## config.mk

```make
export PLATFORM = sky130hd
export DESIGN_NAME = cgs_clock_gen
export DESIGN_NICKNAME = d
export VERILOG_FILES = /design/src/core/cgs_pkg.sv /design/src/core/cgs_clock_gen.sv
export VERILOG_INCLUDE_DIRS = /design/src /design/src/core
export SDC_FILE = /design/constraint.sdc
export NUM_CORES = 1
export LEC_CHECK = 0
export BUFFER_PORTS_ARGS = -buffer_cell sky130_fd_sc_hd__buf_2
export CORE_MARGIN = 1
export CORE_UTILIZATION = 60
export CTS_BUF_LIST = sky130_fd_sc_hd__clkbuf_8
export DETAILED_ROUTE_END_ITERATION = 6
export GPL_ROUTABILITY_DRIVEN = 0
export PLACE_DENSITY = 0.95
export SLEW_MARGIN = 20
export SYNTH_ARGS = -nofsm -noshare
export SYNTH_HDL_FRONTEND = slang
export SYNTH_SLANG_ARGS = --single-unit
```

## constraint.sdc

```tcl
create_clock -name sys_clk_i -period 4.74 [get_ports sys_clk_i]
set_input_delay 0.711 -clock sys_clk_i [delete_from_list [all_inputs] [get_ports sys_clk_i]]
set_output_delay 0.711 -clock sys_clk_i [all_outputs]
set_load 0.01 [all_outputs]
```

## src/core/cgs_params.svh

```systemverilog
// register offsets, field positions and reset values of the clock block
`ifndef CGS_PARAMS_SVH
`define CGS_PARAMS_SVH

`define CGS_AW 8
`define CGS_DW 8

`define CGS_OFF_CLKCTL0 8'h00
`define CGS_OFF_CLKCTL1 8'h04
`define CGS_OFF_PMODE2 8'h08
`define CGS_OFF_PROTECT 8'h0C
`define CGS_OFF_PMODE0 8'h10
`define CGS_OFF_STATUS 8'h14

`define CGS_C0_CLOCK_OUT_PIN_LO 0
`define CGS_C0_CLOCK_OUT_PIN_HI 1
`define CGS_C0_WAIT_STOP 2
`define CGS_C0_SUB_EN 4
`define CGS_C0_MAIN_STOP 5
`define CGS_C0_DIV8 6
`define CGS_C0_SRC_SEL 7

`define CGS_C1_STOP_ENTRY 0
`define CGS_C1_DIV_LO 6
`define CGS_C1_DIV_HI 7

`define CGS_PM2_LOCK 1
`define CGS_PR_CLKREG 0
`define CGS_PR_PMODE 1
`define CGS_PM0_BUS_DIS 7

`define CGS_RST_BUS_DIS 1'b0
`define CGS_RST_DIV_FIELD 2'h0
`define CGS_BOOT_LOAD_CNT 2'h2

`endif

```

## src/core/cgs_pkg.sv

```systemverilog
// types shared by the clock generation block
package cgs_pkg;

    typedef enum logic {
        CGS_SRC_MAIN,
        CGS_SRC_SUB
    } cgs_src_t;

    typedef enum logic [1:0] {
        CGS_CO_OFF,
        CGS_CO_F8,
        CGS_CO_F32,
        CGS_CO_FC
    } cgs_clock_out_pin_t;

endpackage

```

## src/core/cgs_clock_gen.sv

```systemverilog
// clock source select, dividers, gating and protection registers
// Behaviour
// - clock_modify_lock once set stays set until reset
// - lock blocks writes to wait stop, main stop, source select, stop entry
// - boot pin high: cpu clock is main divided by 8, sub osc off
// - stop mode disconnects both oscillator feedback resistors
// - main_osc_stop turns main osc off, output pin high, feedback kept
// - external main clock stops in stop mode, or on main_osc_stop when sub clock is the cpu source
// - stop mode turns off every clock
// - boot pin high: sub osc stopped, feedback open until software enables
// - boot pin low: cpu clock is sub divided by 8, main stopped
// - sub boot resets sub_osc_enable and main_osc_stop to one
// - main source divided by 1, 2, 4, 8 or 16 via div8 and field
// - expansion mode outputs bus clock at cpu rate unless disabled
// - div8 forced on stop entry from main and main stop in low speed
// - f1, f2, f8, f32 and serial clocks from main, converter clock too
// - peripheral clocks gated in wait with stop bit and in low power
// - timer sub clock from sub clock, only while sub osc runs
// - single-chip mode: clock out pin gives f8, f32 or sub rate clock
// - selected cpu clock drives the cpu and the watchdog
//
// Design decisions made here: the register addresses and the address-and-strobe port.
`timescale 1ns/10ps
`include "cgs_params.svh"

module cgs_clock_gen
    import cgs_pkg::*;
(
    input wire logic sys_clk_i,
    input wire logic rstn_i,
    input wire logic [`CGS_AW-1:0] addr_i,
    input wire logic [`CGS_DW-1:0] wdata_i,
    input wire logic wr_i,
    input wire logic rd_i,
    output logic [`CGS_DW-1:0] rdata_o,
    input wire logic boot_level_i,
    input wire logic ext_main_clk_i,
    input wire logic main_osc_in_i,
    input wire logic sub_osc_in_i,
    input wire logic proc_mode_exp_i,
    input wire logic wait_mode_i,
    input wire logic wake_i,
    output logic main_osc_out_o,
    output logic sub_osc_out_o,
    output logic main_fb_conn_o,
    output logic sub_fb_conn_o,
    output logic cpu_clk_o,
    output logic busclk_o,
    output logic [3:0] periph_clk_o,
    output logic [3:0] sio_clk_o,
    output logic converter_clk_o,
    output logic timer_subclk_o,
    output logic clock_out_pin_o
);

    // last transition index of one cpu clock half period
    function automatic logic [3:0] cgs_half_last(input logic div8, input logic [1:0] field);
        logic [3:0] r;
        r = 4'h0;
        if (div8) begin
            r = 4'h7;
        end else begin
            unique case (field)
                2'h0: r = 4'h0;
                2'h1: r = 4'h1;
                2'h2: r = 4'h3;
                2'h3: r = 4'hF;
            endcase
        end
        return r;
    endfunction

    logic main_s1_reg, main_s2_reg, main_s3_reg;
    logic sub_s1_reg, sub_s2_reg, sub_s3_reg;
    logic boot_s1_reg, boot_s2_reg, ext_s1_reg, ext_s2_reg;
    logic [1:0] boot_cnt_reg;
    logic boot_done_reg, boot_high_reg;
    logic [1:0] clock_out_pin_sel_reg;
    logic wait_stop_reg, sub_en_reg, main_stop_reg, div8_reg, src_sel_reg;
    logic stop_entry_reg;
    logic [1:0] div_field_reg;
    logic lock_reg, prot_clk_reg, prot_pm_reg, bus_dis_reg;
    logic cpu_clk_reg, bus_en_reg, busclk_reg;
    logic [3:0] cpu_cnt_reg, act_last_reg;
    cgs_src_t act_src_reg;
    logic [4:0] pdiv_reg;
    logic f1_reg, main_out_reg, sub_out_reg, timer_sub_reg, clock_out_pin_reg;
    logic boot_load, wr_c0, wr_c1, wr_pm2, main_run, sub_run, low_power, pgate;
    logic main_edge, main_rise, sub_edge, src_edge, cpu_run;

    // pins pass two flops; the third stage only feeds edge detection
    always_ff @(posedge sys_clk_i or negedge rstn_i) begin
        if (!rstn_i) begin
            main_s1_reg <= 1'b0;
            main_s2_reg <= 1'b0;
            main_s3_reg <= 1'b0;
            sub_s1_reg <= 1'b0;
            sub_s2_reg <= 1'b0;
            sub_s3_reg <= 1'b0;
            boot_s1_reg <= 1'b0;
            boot_s2_reg <= 1'b0;
            ext_s1_reg <= 1'b0;
            ext_s2_reg <= 1'b0;
        end else begin
            main_s1_reg <= main_osc_in_i;
            main_s2_reg <= main_s1_reg;
            main_s3_reg <= main_s2_reg;
            sub_s1_reg <= sub_osc_in_i;
            sub_s2_reg <= sub_s1_reg;
            sub_s3_reg <= sub_s2_reg;
            boot_s1_reg <= boot_level_i;
            boot_s2_reg <= boot_s1_reg;
            ext_s1_reg <= ext_main_clk_i;
            ext_s2_reg <= ext_s1_reg;
        end
    end

    // boot strap caught once the synchroniser holds a valid level
    always_ff @(posedge sys_clk_i or negedge rstn_i) begin
        if (!rstn_i) begin
            boot_cnt_reg <= 2'h0;
            boot_done_reg <= 1'b0;
            boot_high_reg <= 1'b0;
        end else if (!boot_done_reg) begin
            boot_cnt_reg <= boot_cnt_reg + 2'h1;
            if (boot_load) begin
                boot_done_reg <= 1'b1;
                boot_high_reg <= boot_s2_reg;
            end
        end
    end

    assign boot_load = !boot_done_reg && (boot_cnt_reg == `CGS_BOOT_LOAD_CNT);
    assign wr_c0 = wr_i && boot_done_reg && prot_clk_reg && (addr_i == `CGS_OFF_CLKCTL0);
    assign wr_c1 = wr_i && boot_done_reg && prot_clk_reg && (addr_i == `CGS_OFF_CLKCTL1);
    assign wr_pm2 = wr_i && prot_pm_reg && (addr_i == `CGS_OFF_PMODE2);

    always_ff @(posedge sys_clk_i or negedge rstn_i) begin
        if (!rstn_i) begin
            prot_clk_reg <= 1'b0;
            prot_pm_reg <= 1'b0;
            bus_dis_reg <= `CGS_RST_BUS_DIS;
        end else begin
            if (wr_i && addr_i == `CGS_OFF_PROTECT) begin
                prot_clk_reg <= wdata_i[`CGS_PR_CLKREG];
                prot_pm_reg <= wdata_i[`CGS_PR_PMODE];
            end
            if (wr_i && addr_i == `CGS_OFF_PMODE0) begin
                bus_dis_reg <= wdata_i[`CGS_PM0_BUS_DIS];
            end
        end
    end

    always_ff @(posedge sys_clk_i or negedge rstn_i) begin
        if (!rstn_i) begin
            lock_reg <= 1'b0;
        end else if (wr_pm2 && wdata_i[`CGS_PM2_LOCK]) begin
            lock_reg <= 1'b1;
        end
    end

    always_ff @(posedge sys_clk_i or negedge rstn_i) begin
        if (!rstn_i) begin
            clock_out_pin_sel_reg <= 2'h0;
            wait_stop_reg <= 1'b0;
            sub_en_reg <= 1'b0;
            main_stop_reg <= 1'b0;
            src_sel_reg <= 1'b0;
            div_field_reg <= `CGS_RST_DIV_FIELD;
        end else if (boot_load) begin
            sub_en_reg <= !boot_s2_reg;
            main_stop_reg <= !boot_s2_reg;
            src_sel_reg <= !boot_s2_reg;
        end else begin
            if (wr_c0) begin
                clock_out_pin_sel_reg <= wdata_i[`CGS_C0_CLOCK_OUT_PIN_HI:`CGS_C0_CLOCK_OUT_PIN_LO];
                sub_en_reg <= wdata_i[`CGS_C0_SUB_EN];
                if (!lock_reg) begin
                    wait_stop_reg <= wdata_i[`CGS_C0_WAIT_STOP];
                    main_stop_reg <= wdata_i[`CGS_C0_MAIN_STOP];
                    src_sel_reg <= wdata_i[`CGS_C0_SRC_SEL];
                end
            end
            if (wr_c1) begin
                div_field_reg <= wdata_i[`CGS_C1_DIV_HI:`CGS_C1_DIV_LO];
            end
        end
    end

    // software sets stop entry, a wake clears it; a same-cycle set wins
    always_ff @(posedge sys_clk_i or negedge rstn_i) begin
        if (!rstn_i) begin
            stop_entry_reg <= 1'b0;
        end else if (wr_c1 && !lock_reg && wdata_i[`CGS_C1_STOP_ENTRY]) begin
            stop_entry_reg <= 1'b1;
        end else if (wake_i) begin
            stop_entry_reg <= 1'b0;
        end
    end

    // divide-by-8 cannot be cleared while the main oscillator is stopped
    always_ff @(posedge sys_clk_i or negedge rstn_i) begin
        if (!rstn_i) begin
            div8_reg <= 1'b1;
        end else if (wr_c1 && !lock_reg && wdata_i[`CGS_C1_STOP_ENTRY] && !src_sel_reg) begin
            div8_reg <= 1'b1;
        end else if (main_stop_reg) begin
            div8_reg <= 1'b1;
        end else if (wr_c0) begin
            div8_reg <= wdata_i[`CGS_C0_DIV8];
        end
    end

    assign low_power = src_sel_reg && main_stop_reg;
    assign main_run = !stop_entry_reg && !(main_stop_reg && (!ext_s2_reg || src_sel_reg));
    assign sub_run = sub_en_reg && !stop_entry_reg;
    assign main_edge = main_run && (main_s2_reg ^ main_s3_reg);
    assign main_rise = main_run && main_s2_reg && !main_s3_reg;
    assign sub_edge = sub_run && (sub_s2_reg ^ sub_s3_reg);
    assign src_edge = (act_src_reg == CGS_SRC_SUB) ? sub_edge : main_edge;
    assign cpu_run = boot_done_reg && !stop_entry_reg && !wait_mode_i;
    assign pgate = !(stop_entry_reg || low_power || (wait_mode_i && wait_stop_reg));

    assign main_fb_conn_o = !stop_entry_reg;
    assign sub_fb_conn_o = sub_en_reg && !stop_entry_reg;

    // new source and ratio are taken only at a falling edge or while idle low,
    // so every high and low phase has full length
    always_ff @(posedge sys_clk_i or negedge rstn_i) begin
        if (!rstn_i) begin
            cpu_clk_reg <= 1'b0;
            cpu_cnt_reg <= 4'h0;
            act_src_reg <= CGS_SRC_MAIN;
            act_last_reg <= 4'h7;
        end else if (boot_load) begin
            // strap source taken here, else the first run cycle would use a stale one
            cpu_cnt_reg <= 4'h0;
            act_src_reg <= cgs_src_t'(!boot_s2_reg);
            act_last_reg <= 4'h7;
        end else if (!cpu_clk_reg && !cpu_run) begin
            cpu_cnt_reg <= 4'h0;
            act_src_reg <= cgs_src_t'(src_sel_reg);
            act_last_reg <= cgs_half_last(div8_reg, div_field_reg);
        end else if (src_edge) begin
            if (cpu_cnt_reg == act_last_reg) begin
                cpu_cnt_reg <= 4'h0;
                cpu_clk_reg <= !cpu_clk_reg;
                if (cpu_clk_reg) begin
                    act_src_reg <= cgs_src_t'(src_sel_reg);
                    act_last_reg <= cgs_half_last(div8_reg, div_field_reg);
                end
            end else begin
                cpu_cnt_reg <= cpu_cnt_reg + 4'h1;
            end
        end
    end

    // bus clock enable only moves while cpu and bus clocks are both high,
    // so forcing the pin high never cuts a low phase short
    always_ff @(posedge sys_clk_i or negedge rstn_i) begin
        if (!rstn_i) begin
            bus_en_reg <= 1'b0;
            busclk_reg <= 1'b1;
        end else begin
            if (cpu_clk_reg && busclk_reg) begin
                bus_en_reg <= proc_mode_exp_i && !bus_dis_reg;
            end
            busclk_reg <= bus_en_reg ? cpu_clk_reg : 1'b1;
        end
    end

    always_ff @(posedge sys_clk_i or negedge rstn_i) begin
        if (!rstn_i) begin
            pdiv_reg <= 5'h00;
            f1_reg <= 1'b0;
        end else if (pgate && main_run) begin
            f1_reg <= main_s2_reg;
            if (main_rise) begin
                pdiv_reg <= pdiv_reg + 5'h01;
            end
        end
    end

    always_ff @(posedge sys_clk_i or negedge rstn_i) begin
        if (!rstn_i) begin
            main_out_reg <= 1'b0;
            sub_out_reg <= 1'b1;
            timer_sub_reg <= 1'b0;
        end else begin
            main_out_reg <= main_run ? !main_s2_reg : 1'b1;
            sub_out_reg <= sub_run ? !sub_s2_reg : 1'b1;
            timer_sub_reg <= sub_run ? sub_s2_reg : 1'b0;
        end
    end

    // f8 and f32 freeze with the peripheral gate, the sub rate clock does not
    always_ff @(posedge sys_clk_i or negedge rstn_i) begin
        if (!rstn_i) begin
            clock_out_pin_reg <= 1'b0;
        end else if (proc_mode_exp_i) begin
            clock_out_pin_reg <= 1'b0;
        end else begin
            unique case (cgs_clock_out_pin_t'(clock_out_pin_sel_reg))
                CGS_CO_OFF: clock_out_pin_reg <= 1'b0;
                CGS_CO_F8: clock_out_pin_reg <= pdiv_reg[2];
                CGS_CO_F32: clock_out_pin_reg <= pdiv_reg[4];
                CGS_CO_FC: clock_out_pin_reg <= timer_sub_reg;
            endcase
        end
    end

    always_ff @(posedge sys_clk_i or negedge rstn_i) begin
        if (!rstn_i) begin
            rdata_o <= 8'h00;
        end else if (rd_i) begin
            unique case (addr_i)
                `CGS_OFF_CLKCTL0: rdata_o <= {src_sel_reg, div8_reg, main_stop_reg, sub_en_reg,
                    1'b0, wait_stop_reg, clock_out_pin_sel_reg};
                `CGS_OFF_CLKCTL1: rdata_o <= {div_field_reg, 5'h00, stop_entry_reg};
                `CGS_OFF_PMODE2: rdata_o <= {6'h00, lock_reg, 1'b0};
                `CGS_OFF_PROTECT: rdata_o <= {6'h00, prot_pm_reg, prot_clk_reg};
                `CGS_OFF_PMODE0: rdata_o <= {bus_dis_reg, 7'h00};
                `CGS_OFF_STATUS: rdata_o <= {2'h0, boot_high_reg, sub_run, main_run,
                    low_power, stop_entry_reg, act_src_reg};
                default: rdata_o <= 8'h00;
            endcase
        end else begin
            rdata_o <= 8'h00;
        end
    end

    assign cpu_clk_o = cpu_clk_reg;
    assign busclk_o = busclk_reg;
    assign periph_clk_o = {pdiv_reg[4], pdiv_reg[2], pdiv_reg[0], f1_reg};
    assign sio_clk_o = {pdiv_reg[4], pdiv_reg[2], pdiv_reg[0], f1_reg};
    assign converter_clk_o = f1_reg;
    assign main_osc_out_o = main_out_reg;
    assign sub_osc_out_o = sub_out_reg;
    assign timer_subclk_o = timer_sub_reg;
    assign clock_out_pin_o = clock_out_pin_reg;

    lock_sticky_a: assert property (@(posedge sys_clk_i) disable iff (!rstn_i)
        lock_reg |=> lock_reg)
        else $error("lock bit cleared");

    lock_blocks_a: assert property (@(posedge sys_clk_i) disable iff (!rstn_i)
        (lock_reg && wr_c0 && !boot_load) |=> ($stable(src_sel_reg) && $stable(main_stop_reg)
            && $stable(wait_stop_reg)))
        else $error("locked clock bits changed");

    pm_protect_a: assert property (@(posedge sys_clk_i) disable iff (!rstn_i)
        (wr_i && addr_i == `CGS_OFF_PMODE2 && !prot_pm_reg && !lock_reg) |=> !lock_reg)
        else $error("unprotected pmode write took effect");

    clk_protect_a: assert property (@(posedge sys_clk_i) disable iff (!rstn_i)
        (wr_i && addr_i == `CGS_OFF_CLKCTL1 && !prot_clk_reg && boot_done_reg)
            |=> $stable(div_field_reg))
        else $error("unprotected clock write took effect");

    boot_sel_a: assert property (@(posedge sys_clk_i) disable iff (!rstn_i)
        boot_load |=> (src_sel_reg == !boot_high_reg) && div8_reg
            && (main_stop_reg == !boot_high_reg) && (sub_en_reg == !boot_high_reg))
        else $error("boot clock selection wrong");

    stop_fb_a: assert property (@(posedge sys_clk_i) disable iff (!rstn_i)
        stop_entry_reg |-> (!main_fb_conn_o && !sub_fb_conn_o))
        else $error("feedback connected in stop");

    main_pin_a: assert property (@(posedge sys_clk_i) disable iff (!rstn_i)
        (main_stop_reg && !ext_s2_reg) |=> main_osc_out_o && main_fb_conn_o == !stop_entry_reg)
        else $error("main output pin not high when stopped");

    cpu_stop_a: assert property (@(posedge sys_clk_i) disable iff (!rstn_i)
        (stop_entry_reg && !cpu_clk_reg) ##1 stop_entry_reg |-> !cpu_clk_reg && !timer_sub_reg)
        else $error("clock toggled in stop");

    div8_force_a: assert property (@(posedge sys_clk_i) disable iff (!rstn_i)
        main_stop_reg |=> div8_reg)
        else $error("divide by eight not forced");

    periph_gate_a: assert property (@(posedge sys_clk_i) disable iff (!rstn_i)
        !pgate |=> $stable(pdiv_reg) && $stable(f1_reg))
        else $error("peripheral clocks ran while gated");

endmodule

```

==> results of run 1 <==
==> worst paths after layout <==
| kind | start | to | slack [ns] | cells past startpoint |
|---|---|---|---|---|
| worst max-delay path | addr_i[1] | wait_stop_reg | 2.81 | 5 |
| worst min-delay path | main_s1_reg | main_s2_reg | 0.35 | 0 |
| worst max register to register | boot_cnt_reg[0] | act_last_reg[3] | 2.93 | 6 |
| worst min register to register | main_s1_reg | main_s2_reg | 0.35 | 0 |
| max in group asynchronous | rstn_i | prot_pm_reg | 3.77 | 2 |
| min in group asynchronous | rstn_i | cpu_cnt_reg[2] | 0.51 | 2 |
==> cell families after synthesis <==
family                   share of synthesized area, %
AO/OA/AOI/OAI                                   9.147
flip-flops                                      54.69
AND/OR/NAND/NOR                                 18.15
multiplexers                                    9.099
buffers and inverters                           3.564
XOR/XNOR                                        3.940
adder cells (fa/ha/maj)                         1.407
==> area by class of cell <==
class | instances | share of cell area [%]
Clock buffer | 9 | 4.016
Tap cell | 50 | 2.028
Multi-Input combinational cell | 156 | 36.11
Inverter | 3 | 0.3651
Timing Repair Buffer | 51 | 8.357
Sequential cell | 58 | 47.30
Clock inverter | 7 | 1.826
==> metal layers <==
metal  vias up  wire (um)
met1       923       2273
li1        893          -
met5         -          0
met3        13        406
met4         0        110
met2        85       2493
==> power groups by stage <==
stage	Sequential (W)	Clock [W]	Combinational, W
6_report	0.000562	0.000418	0.000136
2_1_floorplan	0.000565	0	0.000112
5_1_grt	0.000567	0.000447	0.000154
4_1_cts	0.000562	0.000426	0.000137
3_3_place_gp	0.000568	0	0.000132
3_5_place_dp	0.000571	0	0.000137
==> worst reg2reg max path, delay by kind of cell (launching register included) <==
family | cells | cell delay (ns)
AO/OA/AOI/OAI | 1 | 0.16
adder cells (fa/ha/maj) | 1 | 0.17
flip-flops | 1 | 0.39
AND/OR/NAND/NOR | 2 | 0.59
multiplexers | 1 | 0.33
buffers and inverters | 1 | 0.06
==> through the flow <==
step	utilization [%]	area, um^2	hold slack (ns)
after floorplan	-	2668	0.3312
after global placement	70.08	2904	0.3343
after detailed placement	70.08	2904	0.3347
after CTS	74.43	3084	0.3507
after global routing	74.43	3084	0.3549
final	74.43	3084	0.3490
==> placed cells by master (no fill, tap or decap), types with 2 or more instances in the layout <==
master	instances
mux2_2	11
nand2_1	24
mux2_4	5
dfstp_2	6
nand3_1	6
a21oi_1	12
and2_1	3
nand4_1	3
nand2b_1	3
mux2_1	3
nor3_1	4
nand3b_1	3
or3_1	2
dfrtp_1	52
o21ai_0	8
xor2_1	4
nor3b_1	2
o22ai_1	2
xnor2_1	8
nor2b_1	2
clkinv_2	3
clkbuf_8	9
and3_1	3
ha_1	3
inv_1	6
buf_2	50
nor2_1	18
or2_1	2
a22oi_1	2
and4_1	2
==> metrics.yaml, run 1 <==
clock_network:
  worstSkewPairLatency_ns: 0.33
  postCtsSetupBuffers: 0
  cts_tree: "yes"
  clock-sinks: 58
  cts_resized: 0
  ctsHoldBuffers: 0
  clk_pin_slew_ns: 0.06
  htreeDepth: 3
  cts_made_buffers: 9
  clock_path_buffers: 2
  root_buffer: "clkbuf_8"
setup_path:
  crit_path_max_fanout: 6
  crit_type: "primary input to flop"
  slowest_delay_ns: 0.40
  crit_family: "simple AND/OR/NAND/NOR gates"
  cp.arrival_ns: 2.14
  cp_slowest_cell: "nor4_2"
  cp_cell_sequence: "buf_2, nor4_2, and3_1, and2b_4, mux2_1"
  cp.required_ns: 4.96
  cp-end-kind: "flop"
  cp_num_buf_inv: 1
  start_kind: "primary input"
sta:
  drv_slew: 0
  timing.final.crit_share_pct: 40.63
  slew_headroom_pct: 53.16
  setup_ws_ns: 2.814
  setup_viol: 0
  fin_crit_ns: 1.926
  rsz0062_at_grt: "false"
  worst_pin_slew_ns: 0.7026
  tns_ns: 0
  hold_viol: 0
  skew_ns: 0.005282
  max_freq_mhz: 519.3
pwr:
  p_seq_share_pct: 50.4
  power_w: 0.001116
  switching_share_pct: 26.01
  clkPwrFrac_pct: 37.5
  comb_power_share_pct: 12.2
  vdd_ir_drop_max_v: 0.0002346
  power.leakage_nw: 1.468
  switchingPower_w: 0.0002903
  power-per-cell-area_mw_per_mm2: 361.9
  p_int_w: 0.0008259
route:
  drtPass1Iterations: 4
  drtIter0Drc: 92
  viasPerCell: 5.731
  drcViolationCount: 0
  wirelength_um: 5284
  ant_nets: 0
  vias: 1914
  wire_per_inst_um: 15.82
synthesis:
  post-synth-top-count-cell: "dfrtp_1"
  synthTopCellsByCount: "52 x dfrtp_1, 24 x nand2_1, 18 x nor2_1"
  synthCells: 228
  synthFlopType: "dfrtp_1"
  ys_types: 51
  yosysTopAreaCell: "dfrtp_1"
  synth_edf_count: 0
  yosys_warnings: 0
  ys_seq_area_share_pct: 54.69
  ys_top_cells_by_area: "dfrtp_1 49%, dfstp_2 5.9%, mux2_2 4.6%"
  syn_area_mm2: 0.002668
  synth_area_per_cell_um2: 11.70
  synth_fp_nets: 258
  synth_seq_cells: 58
  synthArstFlopShare_pct: 100.0
  synth_top_cell_area_share_pct: 48.78
finish:
  drive_above_1_share_pct: 35.21
  syn2layout_area_growth_pct: 15.62
  fillers: 282
  multiInputGateArea_mm2: 0.001114
  nets: 309
  largest_reg_flops: 8
  regArea_mm2: 0.001459
  antenna_cells: 0
  instances_no_fill: 334
placed_design:
  hpwl_um: 3693
  io_buffer_count: 50
  placed_cells: 318
  pre_cts_ws_ns: 2.478
grt:
  grt_pass1_vias: 1857
  antenna_found_initial: 0
  grt_usage_pct: 26.21
  met2_usage_pct: 40.44
  overflow: 0
  busiest_layer: "met2"
  grt_max_degree: 59
  grtUsageMet1_pct: 31.44
  grt_first_pass_wirelength_um: 8576
  grtUsageMet3_pct: 10.86
die:
  die_x_um: 68.68
  rows: 23
  die_h_um: 68.68
  ioPinCount: 52
  core_mm2: 0.004144
  initial_core_util_pct: 64.37
  dieArea_mm2: 0.004716
status:
  status: "completed"
run:
  cap_viol_max_count: 0
hold_path:
  hold_path.class: "flop to flop"
Note: power is estimated with default switching activity, not from simulation.
==> run 2, diff against run 1 <==
--- a/config.mk
+++ b/config.mk
@@ -8,11 +8,11 @@
 export LEC_CHECK = 0
 export BUFFER_PORTS_ARGS = -buffer_cell sky130_fd_sc_hd__buf_2
 export CORE_MARGIN = 1
-export CORE_UTILIZATION = 60
+export CORE_UTILIZATION = 51
 export CTS_BUF_LIST = sky130_fd_sc_hd__clkbuf_8
 export DETAILED_ROUTE_END_ITERATION = 6
 export GPL_ROUTABILITY_DRIVEN = 0
-export PLACE_DENSITY = 0.95
+export PLACE_DENSITY = 0.88
 export SLEW_MARGIN = 20
 export SYNTH_ARGS = -nofsm -noshare
 export SYNTH_HDL_FRONTEND = slang
==> constraint.sdc (replaced) <==
create_clock -name sys_clk_i -period 1.6 [get_ports sys_clk_i]
set_input_delay 0.24 -clock sys_clk_i [delete_from_list [all_inputs] [get_ports sys_clk_i]]
set_output_delay 0.24 -clock sys_clk_i [all_outputs]
set_load 0.01 [all_outputs]
==> metrics.yaml, run 2 (same netlist as run 1, synthesis figures left out) <==
pwr:
  p_int_w: 0.002710  # +230%
  p_seq_share_pct: 46.1  # -4.3 points
  clkPwrFrac_pct: 40.6  # +3.1 points
  comb_power_share_pct: 13.3  # +1.1 points
  vdd_ir_drop_max_v: 0.0006255  # +170%
  power-per-cell-area_mw_per_mm2: 1035  # +190%
  switching_share_pct: 24.93  # -1.1 points
  power.leakage_nw: 1.696  # +16%
  switchingPower_w: 0.0008998  # +210%
  power_w: 0.003609  # +220%
route:
  viasPerCell: 5.377  # -6.2%
  drtIter0Drc: 105  # +14%
  vias: 2070  # +8.2%
  drcViolationCount: 0  # unchanged
  ant_nets: 0  # unchanged
  wire_per_inst_um: 15.59  # -1.5%
  drtPass1Iterations: 4  # unchanged
  wirelength_um: 6002  # +14%
setup_path:
  cp_slowest_cell: "dfstp_2"
  cp-end-kind: "flop"
  cp.arrival_ns: 1.95  # -0.19 ns
  worstRegToRegCells: 5  # -1
  crit_path_max_fanout: 5  # -1
  slowest_delay_ns: 0.56  # +0.16 ns
  start_kind: "flop"
  cp_num_buf_inv: 0  # -1
  reg2reg_from: "act_last_reg[2]"
  crit_type: "flop to flop"
  worstReg2RegEnd: "act_src_reg"
  cp.required_ns: 1.82  # -3.14 ns
  crit_family: "flip-flops"
  cp_cell_sequence: "xnor2_2, and4_4, nand2_4, o21ai_4, mux2_4"
  reg2reg_slack_ns: -0.13  # -3.06 ns
clock_network:
  clock_path_buffers: 2  # unchanged
  htreeDepth: 3  # unchanged
  clk_pin_slew_ns: 0.06  # about the same
  root_buffer: "clkbuf_8"
  clock-sinks: 58  # unchanged
  worstSkewPairLatency_ns: 0.33  # about the same
  cts_tree: "yes"
  cts_made_buffers: 9  # unchanged
sta:
  holdWs_ns: 0.01163  # -0.3374 ns
  max_freq_mhz: 578.5
  skew_ns: 0.007072  # +0.001790 ns
  timing.final.crit_share_pct: 108.0
  setup_viol: 5  # +5
  slew_headroom_pct: 71.09  # +18 points
  hold_viol: 0  # unchanged
  setup_ws_ns: -0.1287  # -2.943 ns
  fin_crit_ns: 1.729
  drv_slew: 0  # unchanged
  rsz0062_at_grt: "true"
  worst_pin_slew_ns: 0.4337  # -0.2689 ns
status:
  violations: "setup timing"
  status: "complete, but fails checks"
finish:
  antenna_cells: 0  # unchanged
  final_common_cell: "dfrtp_1"
  drive_above_1_share_pct: 45.60  # +10 points
  multiInputGateArea_mm2: 0.001182  # +6.2%
  largest_reg_flops: 8  # unchanged
  fin_area_mm2: 0.003487  # +13%
  regArea_mm2: 0.001460  # about the same
  final_cell_mix: "51 x dfrtp_1, 50 x buf_2, 32 x buf_4"
  nets: 343  # +11%
  fillers: 333  # +18%
  instances_no_fill: 385  # +15%
  syn2layout_area_growth_pct: 30.72
die:
  die_h_um: 74.32  # +8.2%
  die_x_um: 74.32  # +8.2%
  core_mm2: 0.004880  # +18%
  rows: 25  # +8.7%
  dieArea_mm2: 0.005523  # +17%
  initial_core_util_pct: 54.67  # -9.7 points
  ioPinCount: 52  # unchanged
placed_design:
  io_buffer_count: 50  # unchanged
  placed_cell_area_mm2: 0.003136  # +8.0%
  placed_cells: 359  # +13%
  hpwl_um: 4062  # +10%
grt:
  grt_first_pass_wirelength_um: 9542  # +11%
  overflow: 0  # unchanged
  antenna_found_initial: 0  # unchanged
  grt_max_degree: 32  # -46%
  grt_pass1_vias: 2076  # +12%
  grt_usage_pct: 23.71  # -2.5 points
hold_path:
  holdPathEnd: "main_s1_reg"
  min_path_cells: 1  # +1
  hold_path.class: "primary input to flop"
  min-delay-start: "main_osc_in_i"
run:
  cap_viol_max_count: 0  # unchanged
run 2: cell types whose count changed in the layout (fill, tap and decap cells not counted), moves of 2 or more:
cell	change
nor2b_4	+2
dlygate4sd3_1	+2
xnor2_1	-4
buf_4	+31
xnor2_2	+4
inv_1	-2
run 2: per-layer routing:
metal	track usage, %	share of wire [%]	wire, um
met3	7.317	5.8	348
met4	4.822	1.2	75
met1	28.79	41	2450
met5	0	0	0
met2	41.82	52	3128
run 2: what timing repair did:
item / CTS / global route
setup buffers: 6 / 2
hold endpoints to repair: 12 / 0
pin swaps: 1 / 4
hold buffers: 2 / 0
resized for setup: 4 / 7
setup endpoints to repair: 6 / 7
run 2: final cells by class:
type | count | area share (%)
clock inverters | 6 | 2.332
flip-flops and latches | 58 | 41.87
inverters | 3 | 0.3229
clock buffers | 10 | 3.947
multi-input cells | 156 | 33.91
repair buffers | 85 | 15.21
well taps | 67 | 2.404
run 2: worst max-delay path by stage:
| stage | endpoint | slack, ns | startpoint | cells past startpoint |
|---|---|---|---|---|
| final | act_src_reg | -0.13 | act_last_reg[2] | 5 |
| after global routing | act_src_reg | -0.17 | act_last_reg[2] | 5 |
| after CTS | act_src_reg | -0.07 | act_last_reg[1] | 5 |
| after detailed placement | act_last_reg[3] | -0.08 | act_last_reg[1] | 5 |
| after global placement | act_src_reg | -0.06 | act_last_reg[2] | 5 |
| after floorplan | act_last_reg[3] | -0.02 | act_last_reg[0] | 5 |
run 2: metrics by stage:
stage	TNS, ns	util, %	worst slack (ns)
after detailed placement	-0.2820	64.26	-0.08387
final	-0.5217	71.46	-0.1287
after global routing	-0.7076	71.46	-0.1661
after global placement	-0.1528	64.26	-0.05533
after floorplan	-0.03208	-	-0.01604
after CTS	-0.2326	70.56	-0.07260
run 2: worst reg2reg max path, stage by stage, from the launching register on:
cell     delay [ns]
dfstp_2        0.56
xnor2_2        0.13
and4_4         0.27
nand2_4        0.06
o21ai_4        0.28
mux2_4         0.33
run 2: power groups by stage:
stage	registers, W	clock network [W]	logic [W]
2_1_floorplan	0.00167	0	0.000333
3_3_place_gp	0.00168	0	0.000438
3_5_place_dp	0.00168	0	0.000455
4_1_cts	0.00166	0.00148	0.000474
5_1_grt	0.00167	0.00154	0.000544
6_report	0.00166	0.00146	0.000481
==> run 3, diff against run 2 <==
--- a/config.mk
+++ b/config.mk
@@ -7,12 +7,13 @@
 export NUM_CORES = 1
 export LEC_CHECK = 0
 export BUFFER_PORTS_ARGS = -buffer_cell sky130_fd_sc_hd__buf_2
+export CAP_MARGIN = 20
 export CORE_MARGIN = 1
-export CORE_UTILIZATION = 51
+export CORE_UTILIZATION = 60
 export CTS_BUF_LIST = sky130_fd_sc_hd__clkbuf_8
 export DETAILED_ROUTE_END_ITERATION = 6
 export GPL_ROUTABILITY_DRIVEN = 0
-export PLACE_DENSITY = 0.88
+export PLACE_DENSITY = 0.95
 export SLEW_MARGIN = 20
 export SYNTH_ARGS = -nofsm -noshare
 export SYNTH_HDL_FRONTEND = slang
==> constraint.sdc (replaced) <==
create_clock -name sys_clk_i -period 2.1 [get_ports sys_clk_i]
set_input_delay 0.315 -clock sys_clk_i [delete_from_list [all_inputs] [get_ports sys_clk_i]]
set_output_delay 0.315 -clock sys_clk_i [all_outputs]
set_load 0.01 [all_outputs]
==> metrics.yaml, run 3 (same netlist as run 1, synthesis figures left out) <==
route:
  drtIter0Drc: 108  # +2.9%
  vias: 1885  # -8.9%
  drcViolationCount: 0  # unchanged
  wirelength_um: 5186  # -14%
  drtPass1Iterations: 5  # +1
  wire_per_inst_um: 15.48  # -0.70%
  ant_nets: 0  # unchanged
  viasPerCell: 5.627  # +4.7%
finish:
  drive_above_1_share_pct: 35.09  # -11 points
  final_cell_mix: "52 x dfrtp_1, 50 x buf_2, 24 x nand2_1"
  instances_no_fill: 335  # -13%
  largest_reg_flops: 8  # unchanged
  fillers: 289  # -13%
  syn2layout_area_growth_pct: 16.79
  antenna_cells: 0  # unchanged
  nets: 310  # -9.6%
  final_common_cell: "dfrtp_1"
status:
  status: "completed"
sta:
  setup_viol: 0  # -5
  timing.final.crit_share_pct: 86.03  # -22 points
  tns_ns: 0  # +0.5217 ns
  holdWs_ns: 0.08709  # +0.07546 ns
  slew_headroom_pct: 63.04  # -8.0 points
  setup_ws_ns: 0.2935  # +0.4222 ns
  drv_slew: 0  # unchanged
  fin_crit_ns: 1.807  # +0.07783 ns
  worst_pin_slew_ns: 0.5544  # +0.1207 ns
  max_freq_mhz: 553.5  # -4.3%
  rsz0062_at_grt: "false"
  hold_viol: 0  # unchanged
  skew_ns: 0.007116  # +0.00004386 ns
setup_path:
  crit_type: "flop to flop"
  critPathCapture: "act_last_reg[3]"
  slowest_delay_ns: 0.42  # -0.14 ns
  cp.required_ns: 2.32  # +0.50 ns
  cp_slowest_cell: "nor2b_1"
  crit_path_max_fanout: 7  # +2
  worstReg2RegEnd: "act_last_reg[3]"
  worstRegToRegCells: 6  # +1
  reg2reg_slack_ns: 0.29  # +0.42 ns
  startpoint: "boot_cnt_reg[0]"
  cp.arrival_ns: 2.03  # +0.08 ns
  cp-end-kind: "flop"
  cp_cell_sequence: "inv_1, ha_1, nor2b_1, nor2_2, o21ai_4, mux2_4"
  reg2reg_from: "boot_cnt_reg[0]"
  start_kind: "flop"
grt:
  grt_pass1_vias: 1855  # -11%
  grt_max_degree: 35  # +9.4%
  overflow: 0  # unchanged
  antenna_found_initial: 0  # unchanged
  grt_first_pass_wirelength_um: 8618  # -9.7%
  grt_usage_pct: 26.21  # +2.5 points
die:
  core_mm2: 0.004144  # -15%
  die_x_um: 68.68  # -7.6%
  ioPinCount: 52  # unchanged
  rows: 23  # -8.0%
  die_h_um: 68.68  # -7.6%
  initial_core_util_pct: 64.37  # +9.7 points
  dieArea_mm2: 0.004716  # -15%
placed_design:
  pre_cts_ws_ns: 0.2399  # +0.3238 ns
  hpwl_um: 3755  # -7.6%
  io_buffer_count: 50  # unchanged
  placed_cells: 318  # -11%
clock_network:
  htreeDepth: 3  # unchanged
  clock_path_buffers: 2  # unchanged
  clock-sinks: 58  # unchanged
  root_buffer: "clkbuf_8"
  clk_pin_slew_ns: 0.07  # about the same
  worstSkewPairLatency_ns: 0.33  # about the same
  cts_tree: "yes"
  cts_made_buffers: 9  # unchanged
run:
  cap_viol_max_count: 0  # unchanged
pwr:
  power.leakage_nw: 1.480  # -13%
  vdd_ir_drop_max_v: 0.0005630  # -10%
  power-per-cell-area_mw_per_mm2: 821.2  # -21%
hold_path:
  hold_path.class: "primary input to flop"
[run 3: changes by cell type in the layout (fill, tap and decap cells not counted), moves of 2 or more]
cell / before / now
inv_1: 4 / 6
xnor2_2: 4 / 0
buf_4: 32 / 0
nor2b_4: 2 / 0
xnor2_1: 4 / 8
[run 3: layout make-up]
| type | count | area, um^2 | area share, % |
|---|---|---|---|
| inverter | 3 | 11.26 | 0.3614 |
| multi-input combinational | 156 | 1114 | 35.74 |
| clock inverter | 6 | 51.30 | 1.647 |
| timing repair buffer | 52 | 280.3 | 8.996 |
| clock buffer | 10 | 137.6 | 4.418 |
| tap | 50 | 62.56 | 2.008 |
| sequential | 58 | 1459 | 46.83 |
[run 3: worst min path at each step]
stage / from / cells past startpoint / slack (ns) / to
2_1_floorplan: rstn_i / 0 / 0.02 / act_last_reg[3]
3_3_place_gp: rstn_i / 1 / 0.33 / bus_en_reg
6_report: main_osc_in_i / 1 / 0.09 / main_s1_reg
4_1_cts: boot_level_i / 1 / 0.07 / boot_s1_reg
5_1_grt: ext_main_clk_i / 1 / 0.06 / ext_s1_reg
3_5_place_dp: rstn_i / 1 / 0.33 / cpu_cnt_reg[2]
[run 3: repair_timing]
| action | in CTS | in global routing |
|---|---|---|
| hold buffers | 1 | 0 |
| hold endpoints to repair | 19 | 0 |
| gates resized for setup | 0 | 0 |
| buffers inserted | 0 | 0 |
| setup endpoints to repair | 0 | 0 |
[run 3: worst max-delay path: cells and delay by family (launching register included)]
family | cells | cell delay (ns)
AO/OA/AOI/OAI | 1 | 0.16
adder cells (fa/ha/maj) | 1 | 0.16
buffers and inverters | 1 | 0.06
flip-flops | 1 | 0.39
multiplexers | 1 | 0.33
AND/OR/NAND/NOR | 2 | 0.59
[run 3: stage by stage]
| step | util (%) | area (um^2) | total power, W |
|---|---|---|---|
| 4_1_cts | 75.18 | 3115 | 0.002592 |
| 6_report | 75.18 | 3115 | 0.002558 |
| 3_3_place_gp | 70.38 | 2917 | 0.001583 |
| 2_1_floorplan | - | 2668 | 0.001527 |
| 5_1_grt | 75.18 | 3115 | 0.002691 |
| 3_5_place_dp | 70.38 | 2917 | 0.001602 |
[run 3: layer usage]
layer / vias up / wire length, um / global-route usage [%]
met2: 77 / 2469 / 41.30
met1: 897 / 2304 / 33.30
met5: - / 0 / 0
li1: 902 / - / -
met3: 9 / 321 / 9.046
met4: 0 / 90 / 9.635
[run 3: power breakdown]
group	internal (W)	leakage, nW	total, W	switching, W
Combinational	0.000149	0.653	0.000310	0.000162
Sequential	0.00119	0.718	0.00127	0.0000761
Clock	0.000563	0.110	0.000980	0.000417
